**config.mk**
```make
export PLATFORM = sky130hd
export DESIGN_NAME = skip_exec
export DESIGN_NICKNAME = d
export VERILOG_FILES = /design/src/logic/exec_pkg.sv /design/src/logic/exec_mem_if.sv /design/src/logic/table_latch.sv /design/src/logic/skip_exec.sv
export SDC_FILE = /design/constraint.sdc
export NUM_CORES = 1
export LEC_CHECK = 0
export BUFFER_PORTS_ARGS = -buffer_cell sky130_fd_sc_hd__buf_4
export CAP_MARGIN = 15
export CORE_UTILIZATION = 59
export CTS_BUF_LIST = sky130_fd_sc_hd__clkbuf_16
export CTS_CLUSTER_SIZE = 14
export DETAILED_ROUTE_END_ITERATION = 12
export GPL_TIMING_DRIVEN = 0
export HOLD_SLACK_MARGIN = 0.03
export PLACE_DENSITY = 0.87
export SLEW_MARGIN = 10
export SYNTH_ARGS = -nofsm -noshare
export SYNTH_HDL_FRONTEND = slang
export SYNTH_SLANG_ARGS = --single-unit
```
**constraint.sdc**
```tcl
create_clock -name clk_i -period 7.6 [get_ports clk_i]
set_clock_uncertainty 0.15 [all_clocks]
set_input_delay 0 -clock clk_i [delete_from_list [all_inputs] [get_ports clk_i]]
set_output_delay 0 -clock clk_i [all_outputs]
set_load 0.01 [all_outputs]
```
**src/logic/exec_pkg.sv**
```systemverilog
package exec_pkg;

  // ----------------------------------------
  // Operation codes presented by the fetch stage
  // ----------------------------------------
  typedef enum logic [4:0] {
    OP_NONE         = 5'h00,
    OP_FILL_ONES    = 5'h01,
    OP_SET_BIT      = 5'h02,
    OP_INCR_SKIP    = 5'h03,
    OP_INCR_ACC_SKP = 5'h04,
    OP_DECR_ACC_SKP = 5'h05,
    OP_SKIP_BIT_SET = 5'h06,
    OP_SKIP_BIT_CLR = 5'h07,
    OP_SKIP_ZERO    = 5'h08,
    OP_COPY_SKIP    = 5'h09,
    OP_SUB_ACC      = 5'h0a,
    OP_SUB_MEM      = 5'h0b,
    OP_SUB_IMM      = 5'h0c,
    OP_SWAP_MEM     = 5'h0d,
    OP_SWAP_ACC     = 5'h0e,
    OP_TAB_PAGED    = 5'h0f,
    OP_TAB_LAST     = 5'h10,
    OP_XOR_ACC      = 5'h11
  } op_t;

  // ----------------------------------------
  // Sequencer states, one-hot
  // ----------------------------------------
  typedef enum logic [3:0] {
    ST_IDLE  = 4'b0001,
    ST_EXEC  = 4'b0010,
    ST_TABLE = 4'b0100,
    ST_DUMMY = 4'b1000
  } state_t;

  // ----------------------------------------
  // Widths and reset values
  // ----------------------------------------
  localparam int DATA_W = 8;
  localparam logic [7:0] ACC_RESET = 8'h00;
  localparam logic [7:0] TABLE_HIGH_BYTE_REG_RESET = 8'h00;
  localparam logic [7:0] ALL_ONES = 8'hff;
  localparam logic [7:0] ONE = 8'h01;

  // Flag bit positions in the status vector
  localparam int FLAG_C = 0;
  localparam int FLAG_HC = 1;
  localparam int FLAG_Z = 2;
  localparam int FLAG_OV = 3;
  localparam logic [3:0] FLAGS_RESET = 4'h0;

  // Cycles taken by a skipping instruction
  localparam int SKIP_CYCLES = 2;

endpackage

```
**src/logic/exec_mem_if.sv**
```systemverilog
`timescale 1ns/10ps
// Table-read request and answer between executor and the latch module
interface exec_mem_if #(parameter int DATA_W = 8);
  logic req;
  logic [15:0] word;
  logic [DATA_W-1:0] low;
  logic [DATA_W-1:0] high;

  modport exec (output req, output word, input low, input high);
  modport latch (input req, input word, output low, output high);
endinterface

```
**src/logic/table_latch.sv**
```systemverilog
`timescale 1ns/10ps
// ----------------------------------------
// Registered split of a program word
// ----------------------------------------
module table_latch (
  // Clock and reset
  input wire logic clk_i,
  input wire logic rstn_i,
  // Carrier
  exec_mem_if.latch bus
);

  logic [7:0] low_q;
  logic [7:0] high_q;

  // Capture the word when requested
  always_ff @(posedge clk_i or negedge rstn_i) begin
    if (!rstn_i) begin
      low_q <= 8'h00;
      high_q <= 8'h00;
    end else if (bus.req) begin
      low_q <= bus.word[7:0];
      high_q <= bus.word[15:8];
    end
  end

  assign bus.low = low_q;
  assign bus.high = high_q;

endmodule

```
**src/logic/skip_exec.sv**
```systemverilog
`timescale 1ns/10ps
// Operation
// - Fill ones writes FFH, flags untouched
// - Set bit touches only selected bit
// - Skip-type operations take two cycles when they skip, one otherwise
// - Increment memory, write back, skip on zero
// - Increment into accumulator, skip on zero
// - Skip when selected bit is one
// - Accumulator minus memory into accumulator
// - Carry clear on negative, else set
// - Subtraction updates overflow, zero, half, carry
// - Accumulator minus memory into memory
// - Accumulator minus immediate into accumulator
// - Swap nibbles in place, flags untouched
// - Swap into accumulator, memory untouched
// - Skip when byte is zero
// - Copy to accumulator, skip on zero
// - Skip when selected bit is zero
// - Paged table read to memory and high
// - Last-page table read to memory and high
// - XOR into accumulator, update zero flag
// - Decrement into accumulator, skip on zero
module skip_exec #(
  parameter int PC_W = 13,
  parameter int ADDR_W = 8
) (
  // Clock and reset
  input wire logic clk_i,
  input wire logic rstn_i,
  // Instruction from fetch
  input wire logic op_valid_i,
  input wire exec_pkg::op_t op_i,
  input wire logic [ADDR_W-1:0] op_addr_i,
  input wire logic [2:0] op_bit_i,
  input wire logic [7:0] op_imm_i,
  output logic op_ready_o,
  // Pipeline control
  output logic skip_o,
  output logic busy_o,
  // Data memory
  output logic [ADDR_W-1:0] dmem_addr_o,
  input wire logic [7:0] dmem_rdata_i,
  output logic dmem_we_o,
  output logic [7:0] dmem_wdata_o,
  // Program memory
  output logic pmem_re_o,
  output logic [PC_W-1:0] pmem_addr_o,
  input wire logic [15:0] pmem_rdata_i,
  // Table pointers
  input wire logic [7:0] table_pointer_low_i,
  input wire logic [7:0] table_pointer_high_i,
  input wire logic has_high_ptr_i,
  // Architectural state
  output logic [7:0] acc_o,
  output logic [3:0] flags_o,
  output logic [7:0] table_high_byte_reg_o
);

  // ----------------------------------------
  // Elaboration checks
  // ----------------------------------------
  if (PC_W < 9 || PC_W > 16) begin : g_pc_check
    $error("PC_W must be 9..16");
  end
  if (ADDR_W < 1 || ADDR_W > 16) begin : g_addr_check
    $error("ADDR_W must be 1..16");
  end

  // ----------------------------------------
  // State
  // ----------------------------------------
  exec_pkg::state_t state_q, state_d;
  exec_pkg::op_t op_q;
  logic [ADDR_W-1:0] addr_q;
  logic [2:0] bit_q;
  logic [7:0] imm_q;
  logic [7:0] acc_q, acc_d;
  logic [3:0] flags_q, flags_d;
  logic [7:0] table_high_byte_reg_q, table_high_byte_reg_d;
  logic skip_q, skip_d;
  logic we_q, we_d;
  logic [7:0] wdata_q, wdata_d;
  logic [7:0] taddr_q;

  exec_mem_if #(.DATA_W(8)) tab ();

  table_latch u_latch (
    .clk_i(clk_i),
    .rstn_i(rstn_i),
    .bus(tab)
  );

  // Bit mask decode, used for set and tests
  function automatic logic [7:0] bit_mask(input logic [2:0] b);
    bit_mask = 8'h01 << b;
  endfunction

  // ----------------------------------------
  // Datapath
  // ----------------------------------------
  wire [7:0] mem = dmem_rdata_i;
  wire [7:0] inc_val = mem + exec_pkg::ONE;
  wire [7:0] dec_val = mem - exec_pkg::ONE;
  wire [7:0] swap_val = {mem[3:0], mem[7:4]};
  wire [7:0] sub_rhs = (op_q == exec_pkg::OP_SUB_IMM) ? imm_q : mem;
  wire [8:0] sub_full = {1'b0, acc_q} - {1'b0, sub_rhs};
  wire [7:0] sub_val = sub_full[7:0];
  wire [4:0] sub_low = {1'b0, acc_q[3:0]} - {1'b0, sub_rhs[3:0]};
  wire sub_c = ~sub_full[8];
  wire sub_hc = ~sub_low[4];
  wire sub_ov = (acc_q[7] ^ sub_rhs[7]) & (acc_q[7] ^ sub_val[7]);
  wire sel_bit = |(mem & bit_mask(bit_q));
  wire [7:0] xor_val = acc_q ^ mem;

  // Program word address for the two table forms
  wire [15:0] paged_addr = has_high_ptr_i ? {table_pointer_high_i, taddr_q} : {8'h00, taddr_q};
  wire [15:0] last_addr = {{(16 - PC_W){1'b0}}, {(PC_W - 8){1'b1}}, taddr_q};
  wire [15:0] tab_addr = (op_q == exec_pkg::OP_TAB_LAST) ? last_addr : paged_addr;

  // Capture the program word while the read is enabled, since an idle program bus does not carry the addressed word
  assign tab.req = pmem_re_o;
  assign tab.word = pmem_rdata_i;

  // ----------------------------------------
  // Execute step
  // ----------------------------------------
  always_comb begin
    state_d = state_q;
    acc_d = acc_q;
    flags_d = flags_q;
    table_high_byte_reg_d = table_high_byte_reg_q;
    skip_d = 1'b0;
    we_d = 1'b0;
    wdata_d = wdata_q;
    unique case (state_q)
      exec_pkg::ST_IDLE: begin
        if (op_valid_i) begin
          state_d = exec_pkg::ST_EXEC;
        end
      end
      exec_pkg::ST_EXEC: begin
        state_d = exec_pkg::ST_IDLE;
        unique case (op_q)
          exec_pkg::OP_FILL_ONES: begin
            we_d = 1'b1;
            wdata_d = exec_pkg::ALL_ONES;
          end
          exec_pkg::OP_SET_BIT: begin
            we_d = 1'b1;
            wdata_d = mem | bit_mask(bit_q);
          end
          exec_pkg::OP_INCR_SKIP: begin
            we_d = 1'b1;
            wdata_d = inc_val;
            skip_d = (inc_val == 8'h00);
          end
          exec_pkg::OP_INCR_ACC_SKP: begin
            acc_d = inc_val;
            skip_d = (inc_val == 8'h00);
          end
          exec_pkg::OP_DECR_ACC_SKP: begin
            acc_d = dec_val;
            skip_d = (dec_val == 8'h00);
          end
          exec_pkg::OP_SKIP_BIT_SET: begin
            skip_d = sel_bit;
          end
          exec_pkg::OP_SKIP_BIT_CLR: begin
            skip_d = ~sel_bit;
          end
          exec_pkg::OP_SKIP_ZERO: begin
            skip_d = (mem == 8'h00);
          end
          exec_pkg::OP_COPY_SKIP: begin
            acc_d = mem;
            skip_d = (mem == 8'h00);
          end
          exec_pkg::OP_SUB_ACC, exec_pkg::OP_SUB_IMM, exec_pkg::OP_SUB_MEM: begin
            if (op_q == exec_pkg::OP_SUB_MEM) begin
              we_d = 1'b1;
              wdata_d = sub_val;
            end else begin
              acc_d = sub_val;
            end
            flags_d[exec_pkg::FLAG_C] = sub_c;
            flags_d[exec_pkg::FLAG_HC] = sub_hc;
            flags_d[exec_pkg::FLAG_OV] = sub_ov;
            flags_d[exec_pkg::FLAG_Z] = (sub_val == 8'h00);
          end
          exec_pkg::OP_SWAP_MEM: begin
            we_d = 1'b1;
            wdata_d = swap_val;
          end
          exec_pkg::OP_SWAP_ACC: begin
            acc_d = swap_val;
          end
          exec_pkg::OP_TAB_PAGED, exec_pkg::OP_TAB_LAST: begin
            state_d = exec_pkg::ST_TABLE;
          end
          exec_pkg::OP_XOR_ACC: begin
            acc_d = xor_val;
            flags_d[exec_pkg::FLAG_Z] = (xor_val == 8'h00);
          end
          default: begin
          end
        endcase
        if (skip_d) begin
          state_d = exec_pkg::ST_DUMMY;
        end
      end
      exec_pkg::ST_TABLE: begin
        state_d = exec_pkg::ST_IDLE;
        we_d = 1'b1;
        wdata_d = tab.low;
        table_high_byte_reg_d = tab.high;
      end
      exec_pkg::ST_DUMMY: begin
        // Dummy slot replaces the skipped instruction
        state_d = exec_pkg::ST_IDLE;
      end
      default: begin
        state_d = exec_pkg::ST_IDLE;
      end
    endcase
  end

  // ----------------------------------------
  // Registers
  // ----------------------------------------
  always_ff @(posedge clk_i or negedge rstn_i) begin
    if (!rstn_i) begin
      state_q <= exec_pkg::ST_IDLE;
      acc_q <= exec_pkg::ACC_RESET;
      flags_q <= exec_pkg::FLAGS_RESET;
      table_high_byte_reg_q <= exec_pkg::TABLE_HIGH_BYTE_REG_RESET;
      skip_q <= 1'b0;
      we_q <= 1'b0;
      wdata_q <= 8'h00;
    end else begin
      state_q <= state_d;
      acc_q <= acc_d;
      flags_q <= flags_d;
      table_high_byte_reg_q <= table_high_byte_reg_d;
      skip_q <= skip_d;
      we_q <= we_d;
      wdata_q <= wdata_d;
    end
  end

  // Operand capture when an instruction is accepted
  always_ff @(posedge clk_i or negedge rstn_i) begin
    if (!rstn_i) begin
      op_q <= exec_pkg::OP_NONE;
      addr_q <= '0;
      bit_q <= 3'h0;
      imm_q <= 8'h00;
      taddr_q <= 8'h00;
    end else if (op_ready_o && op_valid_i) begin
      op_q <= op_i;
      addr_q <= op_addr_i;
      bit_q <= op_bit_i;
      imm_q <= op_imm_i;
      taddr_q <= table_pointer_low_i;
    end
  end

  // ----------------------------------------
  // Outputs
  // ----------------------------------------
  assign op_ready_o = (state_q == exec_pkg::ST_IDLE);
  assign busy_o = ~op_ready_o;
  assign skip_o = skip_q;
  assign dmem_addr_o = addr_q;
  assign dmem_we_o = we_q;
  assign dmem_wdata_o = wdata_q;
  assign pmem_re_o = (state_q == exec_pkg::ST_EXEC) &&
                     (op_q == exec_pkg::OP_TAB_PAGED || op_q == exec_pkg::OP_TAB_LAST);
  assign pmem_addr_o = tab_addr[PC_W-1:0];
  assign acc_o = acc_q;
  assign flags_o = flags_q;
  assign table_high_byte_reg_o = table_high_byte_reg_q;

endmodule

```
-- After elaboration in Yosys (flattened, before gate mapping)
Cells that the tools add are included.
- register bits after elaboration: 82
- input bits: 68
- output and inout bits: 54
- add/subtract/negate cells: 4
- eq/ne operators: 24
- shifts and indexed selects: 1
- mux-type cells: 19
- bitwise gates (word level): 10
- reduce and logical (&&, ||, !) cells: 21
- operators by type and width (cell ; number):
    8-bit case mux with 6 select lines ; 1
    5-bit by 4-bit == test with 1-bit output, second input constant ; 8
    8-bit zero test ; 5
    8-bit case mux with 5 select lines ; 1
    13-bit two-way mux ; 2
    8-bit two-way mux ; 3
    5-bit by 3-bit == test with 1-bit output, second input constant ; 4
    8-bit case mux with 2 select lines ; 1
    5-bit by 2-bit == test with 1-bit output, second input constant ; 2
    5-bit == test, second input constant ; 2
    8-bit by 8-bit subtractor with 9-bit output ; 1
    8-bit by 1-bit adder with 8-bit output, second input constant ; 1
    8-bit AND ; 1
    4-bit two-way mux ; 2
    8-bit bitwise OR ; 1
    4-bit case mux with 2 select lines ; 1
    8-bit OR reduction ; 1
    1-bit by 3-bit left shift with 8-bit output, first input constant ; 1
    8-bit by 1-bit subtractor with 8-bit output, second input constant ; 1
    8-bit bitwise XOR ; 1
    6-bit by 1-bit != test with 1-bit output, second input constant ; 1
    1-bit case mux with 2 select lines ; 3
    3-bit AND reduction ; 2
    6-bit nonzero test ; 1
    other kinds (20) ; 32

-- Depth between registers and ports, before layout
Gate-level depths: netlist of the first run.
- word-level depth: 8
- mapped depth: 13

-- Hierarchy
A second synthesis of the first run with hierarchy kept.
- cells, all modules: 536
- area, all modules: 5222.5 µm²
- modules (own cells, without submodules) (module ; instances ; cells an instance ; area an instance (µm²) ; sequential area each (µm²)):
    skip_exec ; 1 ; 502 ; 4573.1 ; 1652.8
    table_latch ; 1 ; 34 ; 649.4 ; 400.4

-- Worst setup path after synthesis of the first run
OpenSTA, ideal clock, no wires.
- kind: reg-to-reg
- start point: register op_q[1]
- end point: register acc_q[6], in the netlist acc_o[6]
- setup time: 125 ps
- data arrival time: 3037 ps
- data required time: 7325 ps
- setup slack: 4288 ps
- stages on the path, launching flop included: 13
- buffers on the path: 2
- clock period less this slack: 3312 ps
- cell sequence: dfrtp_1 -> buf_4 -> or4_1 -> clkbuf_1 -> mux2_2 -> ha_1 -> fa_1 -> nor2b_1 -> o31ai_1 -> a21o_1 -> nand3_1 -> a32oi_1 -> mux2_2
- word-level cells in the longest chain between the ends: 5
- ends and longest elaborated chain (element ; RTL line ; RTL):
    from (decl) ; skip_exec.sv:73 ; exec_pkg::op_t op_q;
    from (signal assigned) ; skip_exec.sv:253 ; op_q <= exec_pkg::OP_NONE;
    from (signal assigned) ; skip_exec.sv:259 ; op_q <= op_i;
    5-bit by 4-bit == test with 1-bit output ; skip_exec.sv:105, skip_exec.sv:143 ;
    8-bit two-way mux ; skip_exec.sv:105 ; wire [7:0] sub_rhs = (op_q == exec_pkg::OP_SUB_IMM) ? imm_q : mem;
    8-bit by 8-bit subtractor with 9-bit output ; skip_exec.sv:106 ; wire [8:0] sub_full = {1'b0, acc_q} - {1'b0, sub_rhs};
    8-bit two-way mux ; skip_exec.sv:179 ; if (op_q == exec_pkg::OP_SUB_MEM) begin
    8-bit case mux with 6 select lines ; skip_exec.sv:143 ; unique case (op_q)
    to (signal assigned) ; skip_exec.sv:233 ; acc_q <= exec_pkg::ACC_RESET;
    to (decl) ; skip_exec.sv:77 ; logic [7:0] acc_q, acc_d;
Several ways; a longest one is shown, not always the timed one. The select of a mux whose other input is x is not followed.
A chain may end at the register's enable or synchronous reset.

-- Worst setup path after layout of the first run
- start point: register op_q[1]
- end point: register wdata_q[5], in the netlist dmem_wdata_o[5]
- word-level cells in the longest chain between the ends: 6
- ends and longest elaborated chain (element ; RTL line ; RTL):
    5-bit by 4-bit == test with 1-bit output ; skip_exec.sv:105, skip_exec.sv:143 ;
    8-bit two-way mux ; skip_exec.sv:105 ;
    8-bit by 8-bit subtractor with 9-bit output ; skip_exec.sv:106 ;
    8-bit two-way mux ; skip_exec.sv:179 ;
    8-bit case mux with 5 select lines ; skip_exec.sv:143 ;
    8-bit case mux with 2 select lines ; skip_exec.sv:135 ; unique case (state_q)
    to (signal assigned) ; skip_exec.sv:246 ; wdata_q <= wdata_d;
    to (decl) ; skip_exec.sv:82 ; logic [7:0] wdata_q, wdata_d;
Several ways; a longest one is shown, not always the timed one. The select of a mux whose other input is x is not followed.

==> results.toml, run 1 <==
[outcome]
outcome = "finished, final reports clean"

[power_and_ir_drop]
ir_drop_v = 0.0002159
p_per_area_nw_per_um2 = 335.1
p_total_mw = 2.327
power_leakage_nw = 3.206

[die]
core_um2 = 8299
rows = 33
dieArea_um2 = 9048
start_util = 0.6165
io-pin-count = 122
die_height_um = 95.12
fp.dieW_um = 95.12

[placement]
dpl.hpwl_um = 11350
place_congestion = 1.034
port_buffers = 115
dp.cells = 764

[clock_network]
cts-buffers-inserted = 9
clock_tree.root_cell = "clkbuf_16"
cts.repair.resized = 0
clk_path_buf_depth = 2
cts_tree = "built"
path_clk_slew_ns = 0.07
clkSinkCount = 82
htreeDepth = 3
clkLatencyLatePin_ns = 0.35

[sta]
max-slew-margin-rel = 0.2863
slew_violations = 0
hold_viol = 0
min_period_over_period = 0.5195
setup_viol = 0
fin_tns_setup_ns = 0
rsz0062_at_grt = "false"
holdWs_ns = 0.1300
fmax_mhz = 253.3
min_period_ns = 3.948
tightest_slew_ns = 1.062

[global_route]
grt_use_total = 0.4024
grt_pass1_vias = 5081
grt_pass1_wl_um = 27170
grt_max_degree = 83
grt_remaining_overflow = 0
antenna_found_initial = 1

[setup_path]
crit_path_max_fanout = 10
arrival_ns = 4.02
end_kind = "flip-flop"
crit_type = "flip-flop to flip-flop"
critPathLaunchType = "flip-flop"
worst-endpoint-required_ns = 7.67

[synthesis]
yosysMostFrequentCell = "dfrtp_1"
synthTopCellsByCount = "dfrtp_1, nand2_1, mux2_2, nor2_1, o21ai_0"
yosysSeqAreaShare = 0.4013
synth_warnings = 0
syn_area_um2 = 5116
syn_nets = 625
synth_compound_area_frac = 0.1675
async_reset_ff_frac = 1.000
synth_area_leaders = "dfrtp_1, mux2_2, nand2_1"
synth_edf_count = 0
ys.flop_type = "dfrtp_1"
synth_top_area_cell = "dfrtp_1"
avgSynthCellArea_um2 = 9.405
synth_top_area_frac = 0.3962
syn_inst = 544
synthSimpleGateAreaFrac = 0.1761
synth.distinct_cells = 70
synth_top_family_by_area = "simple AND/OR/NAND/NOR gates"
synth-seq-cells = 82
synth_fa_ha_area_frac = 0.03522
synthXorXnorAreaFrac = 0.04965
synth_mux_area_frac = 0.1255

[drt]
drtIter0Drc = 523
dr_total_vias = 5301
dr.pass1.iters = 6
final_antenna_net_count = 0
route.detailed.drc = 0
wire_per_inst_um = 21.51
wl_um = 17870
via_per_inst = 6.379

[run]
cap_violations = 0

[layout]
stdcell_count = 831
drive_above_1_share = 0.2800
area_delta_synth_final_pct = 35.71
nets = 801

[hold_path]
hp-class = "input pin to output pin"
worst paths after layout:
path / slack, ns / cells after the start / startpoint / endpoint
max: 3.65 / 11 / op_q[1] / dmem_wdata_o[5]
min: 0.13 / 4 / table_pointer_high_i[3] / pmem_addr_o[11]
min reg2reg: 0.32 / 2 / u_latch.bus.high[0] / table_high_byte_reg_o[0]
min in group asynchronous: 0.22 / 2 / rstn_i / flags_o[0]
max in group asynchronous: 6.42 / 2 / rstn_i / u_latch.bus.low[6]
max reg2reg: 3.65 / 11 / op_q[1] / dmem_wdata_o[5]
cell type report:
| class | instances | area, um2 |
|---|---|---|
| Antenna cell | 1 | 2.502 |
| Buffer | 38 | 172.7 |
| Clock buffer | 9 | 225.2 |
| Clock inverter | 7 | 108.9 |
| Fill cell | 457 | 1356 |
| Inverter | 15 | 56.30 |
| Multi-Input combinational cell | 409 | 2834 |
| Sequential cell | 82 | 2053 |
| Tap cell | 105 | 131.4 |
| Timing Repair Buffer | 165 | 1359 |
critical path, stage by stage (launching register included):
cell	delay, ns
dfrtp_1	0.44
buf_4	0.20
or4_1	0.55
clkbuf_1	0.30
mux2i_1	0.39
ha_1	0.37
a21o_1	0.21
a21oi_1	0.17
nand2_1	0.09
xor2_1	0.37
a221oi_1	0.19
o31ai_1	0.38
repair_timing:
action                    CTS  global route
hold buffers               49             0
buffers inserted            0             0
hold endpoints to repair  129             0
through the flow:
step / utilization / area [um2] / setup WS, ns
floorplan: - / 5116 / 4.288
global placement: 0.7363 / 6111 / 3.889
detailed placement: 0.7363 / 6111 / 3.841
CTS: 0.8357 / 6935 / 3.791
global route: 0.8366 / 6943 / 3.564
finish: 0.8366 / 6943 / 3.652
metal layers:
layer  wire length [um]  global-route usage  vias to the layer above
li1                   -                   -                     2321
met1               6980              0.5186                     2538
met2               8524              0.6595                      369
met3               1690             0.09171                       73
met4                676              0.1465                        0
met5                  0                   0                        -
registers in the layout (all words and copies together), names as in the netlist:
register / flops
acc_o: 8
bit_q: 3
dmem_addr_o: 8
dmem_wdata_o: 8
dmem_we_o: 1
flags_o: 4
imm_q: 8
op_q: 5
skip_o: 1
state_q: 4
table_high_byte_reg_o: 8
taddr_q: 8
u_latch.bus.high: 8
u_latch.bus.low: 8
layout by cell type (no fill, tap or decap), types with 3 or more instances in the layout:
cell type / n
a22oi_1: 3
nor2b_1: 5
o32ai_1: 3
clkbuf_1: 24
dfrtp_1: 81
o21a_1: 6
a211oi_1: 3
a32oi_1: 4
nand2_1: 75
mux2i_1: 9
nor2_1: 29
nor3_1: 13
mux2_2: 49
o2111ai_1: 4
inv_1: 13
or3_1: 5
a2111oi_0: 3
buf_4: 118
nand3_1: 14
nand4_1: 5
and3_1: 9
o31ai_1: 5
nand2b_1: 7
o211ai_1: 3
clkbuf_16: 9
nor4b_1: 3
dlygate4sd3_1: 49
xor2_1: 17
a21oi_1: 24
o22ai_1: 6
nor3b_1: 6
a21o_1: 6
o21ai_0: 29
xnor2_1: 12
buf_2: 9
ha_1: 12
logic make-up after synthesis:
family	after synthesis
buffers and inverters	53
AO/OA/AOI/OAI	125
flip-flops	82
multiplexers	58
XOR/XNOR	29
AND/OR/NAND/NOR	183
adder cells (fa/ha/maj)	14
where the power goes:
group	switching, mW	internal (mW)	total [mW]	leakage [nW]
registers	0.133	0.581	0.714	0.991
clock network	0.204	0.296	0.500	0.164
logic	0.623	0.490	1.11	2.05
(Power assumes the default switching activity.)
==> run 2, diff against run 1 <==
- CORE_UTILIZATION: 59 -> 49
- PLACE_DENSITY: 0.87 -> 0.77
- clock period: 7.6 -> 3.2 ns (I/O delays scaled with it)
==> run 2 against run 1 <==
  * The run now ends with negative setup slack left
  * Cell area grew 3.9%
  * Clock power grew 97%
  * Sequential power grew 130%
  * Critical path type unchanged
  * Critical endpoint is now acc_o[6]
  * Largest cell class unchanged
  * Largest power group unchanged
  * Highest routed layer unchanged
==> results.toml, run 2 (synthesis gave the netlist of run 1 again) <==
[outcome]
outcome = "finished, violations left"
violations = "negative setup slack"

[layout]
finish.utilization = 0.7249
nets = 815
area_delta_synth_final_pct = 41.04
regArea_um2 = 2053
fin_area_um2 = 7216
drive_above_1_share = 0.3275
antenna_cells = 0
multi_input_area_um2 = 3003
final_cell_mix = "buf_4, dfrtp_1, nand2_1"
fill_cells = 711
layout_commonest_cell = "buf_4"

[setup_path]
critPathLaunchType = "flip-flop"
slowest_delay_ns = 0.62
crit_type = "flip-flop to flip-flop"
path_buf_inv = 1
path_common_cell = "mux2_4"
cp_top_family = "simple AND/OR/NAND/NOR gates"
crit_path_max_fanout = 7
rr_startpoint = "op_q[0]"
end_kind = "flip-flop"
crit_chain = "buf_6 > or4_4 > mux2_4 > ha_4 > fa_2 > nor2b_4 > o31ai_4 > a21o_1 > nand3_2 > a32oi_1 > mux2_4"
critPathSlowestCell = "or4_4"
crit_start = "op_q[0]"
worst-endpoint-required_ns = 3.28
arrival_ns = 3.42

[sta]
max-slew-margin-rel = 0.2468
rsz0062_at_grt = "true"
setup_viol = 8
slew_violations = 0
min_period_over_period = 1.043
fmax_mhz = 299.7
holdWs_ns = 0.1317
min_period_ns = 3.337
hold_viol = 0
tightest_slew_ns = 1.121
layout_setup_ws_ns = -0.1372

[die]
io-pin-count = 122
dieArea_um2 = 10850
die_height_um = 104.2
rows = 36
start_util = 0.5140
fp.dieW_um = 104.2
core_um2 = 9955

[global_route]
use_met3 = 0.06015
grt_remaining_overflow = 0
grt_pass1_vias = 4871
busiest_layer = "met2"
grt_pass1_wl_um = 26140
grtUsageMet2 = 0.4976
antenna_found_initial = 0
grtUsageMet1 = 0.4302
grt_max_degree = 83
grt_use_total = 0.3095

[placement]
port_buffers = 115
dp_worst_setup_slack_ns = -0.3666
dpl.hpwl_um = 11510
placed_area_um2 = 6165
place_congestion = 0.9380

[drt]
dr.pass1.iters = 5
wl_um = 16470
final_antenna_net_count = 0
drtIter0Drc = 453
wire_per_inst_um = 18.89
dr_total_vias = 5045
via_per_inst = 5.786
route.detailed.drc = 0

[power_and_ir_drop]
ir_drop_v = 0.0005290
p_per_area_nw_per_um2 = 776.3
power_leakage_nw = 3.274

[clock_network]
clk_path_buf_depth = 2
cts-buffers-inserted = 9
clock_tree.root_cell = "clkbuf_16"
clkSinkCount = 82
htreeDepth = 3
path_clk_slew_ns = 0.07
clkLatencyLatePin_ns = 0.34
cts_tree = "built"

[hold_path]
min-delay-start = "table_pointer_high_i[4]"
hp-class = "input pin to output pin"

[run]
cap_violations = 0
[run 2: cell types whose count changed in the layout (fill, tap and decap cells not counted), sizes merged]
cell      change
buf          +16
bufinv        -2
clkbuf        -2
clkinvlp      +2
diode         -1
[run 2: area by class of cell]
type	count	share of cell area
multi-input combinational	409	0.4162
inverter	15	0.007803
timing repair buffer	180	0.2043
sequential	82	0.2846
clock inverter	7	0.007283
clock buffer	9	0.03121
tap	133	0.02306
buffer	37	0.02566
[run 2: through the flow]
step	power, mW	setup TNS [ns]	instances
3_3_place_gp	4.082	-3.284	792
2_1_floorplan	3.205	0	544
3_5_place_dp	4.151	-3.344	792
5_1_grt	5.915	-1.571	872
4_1_cts	5.321	-0.5775	863
6_report	5.602	-0.4760	872
[run 2: what timing repair did]
item,4_1_cts,5_1_grt
hold buffers,49,0
gates resized for setup,21,16
setup buffers,7,9
endpoints found under the hold margin,129,0
cloned,0,0
endpoints found under the setup margin,16,16
pin swaps,12,10
[run 2: where the power goes]
part	switching (mW)	total, mW	internal [mW]	leakage, nW
combinational	1.55	2.95	1.40	2.15
clock	0.451	0.984	0.533	0.136
sequential	0.286	1.67	1.38	0.991
total	2.29	5.60	3.31	3.27
[run 2: worst paths after layout]
path                            depth (start not counted)  slack [ns]                       end
worst max-delay path                                   11       -0.14                  acc_o[6]
worst min-delay path                                    4        0.13           pmem_addr_o[12]
worst max register to register                         11       -0.14                  acc_o[6]
worst min register to register                          2        0.32  table_high_byte_reg_o[4]
max in group asynchronous                               2        2.02                  bit_q[0]
min in group asynchronous                               2        0.22                flags_o[1]
[run 2: per-layer routing]
metal	wire, um	up-vias
li1	-	2344
met1	7216	2428
met2	7827	252
met3	1260	21
met4	167	0
met5	0	-
[run 2: worst min-delay path, stage by stage]
cell,delay (ns)
buf_4,0.08
nand2_1,0.04
nand2_1,0.05
buf_4,0.11
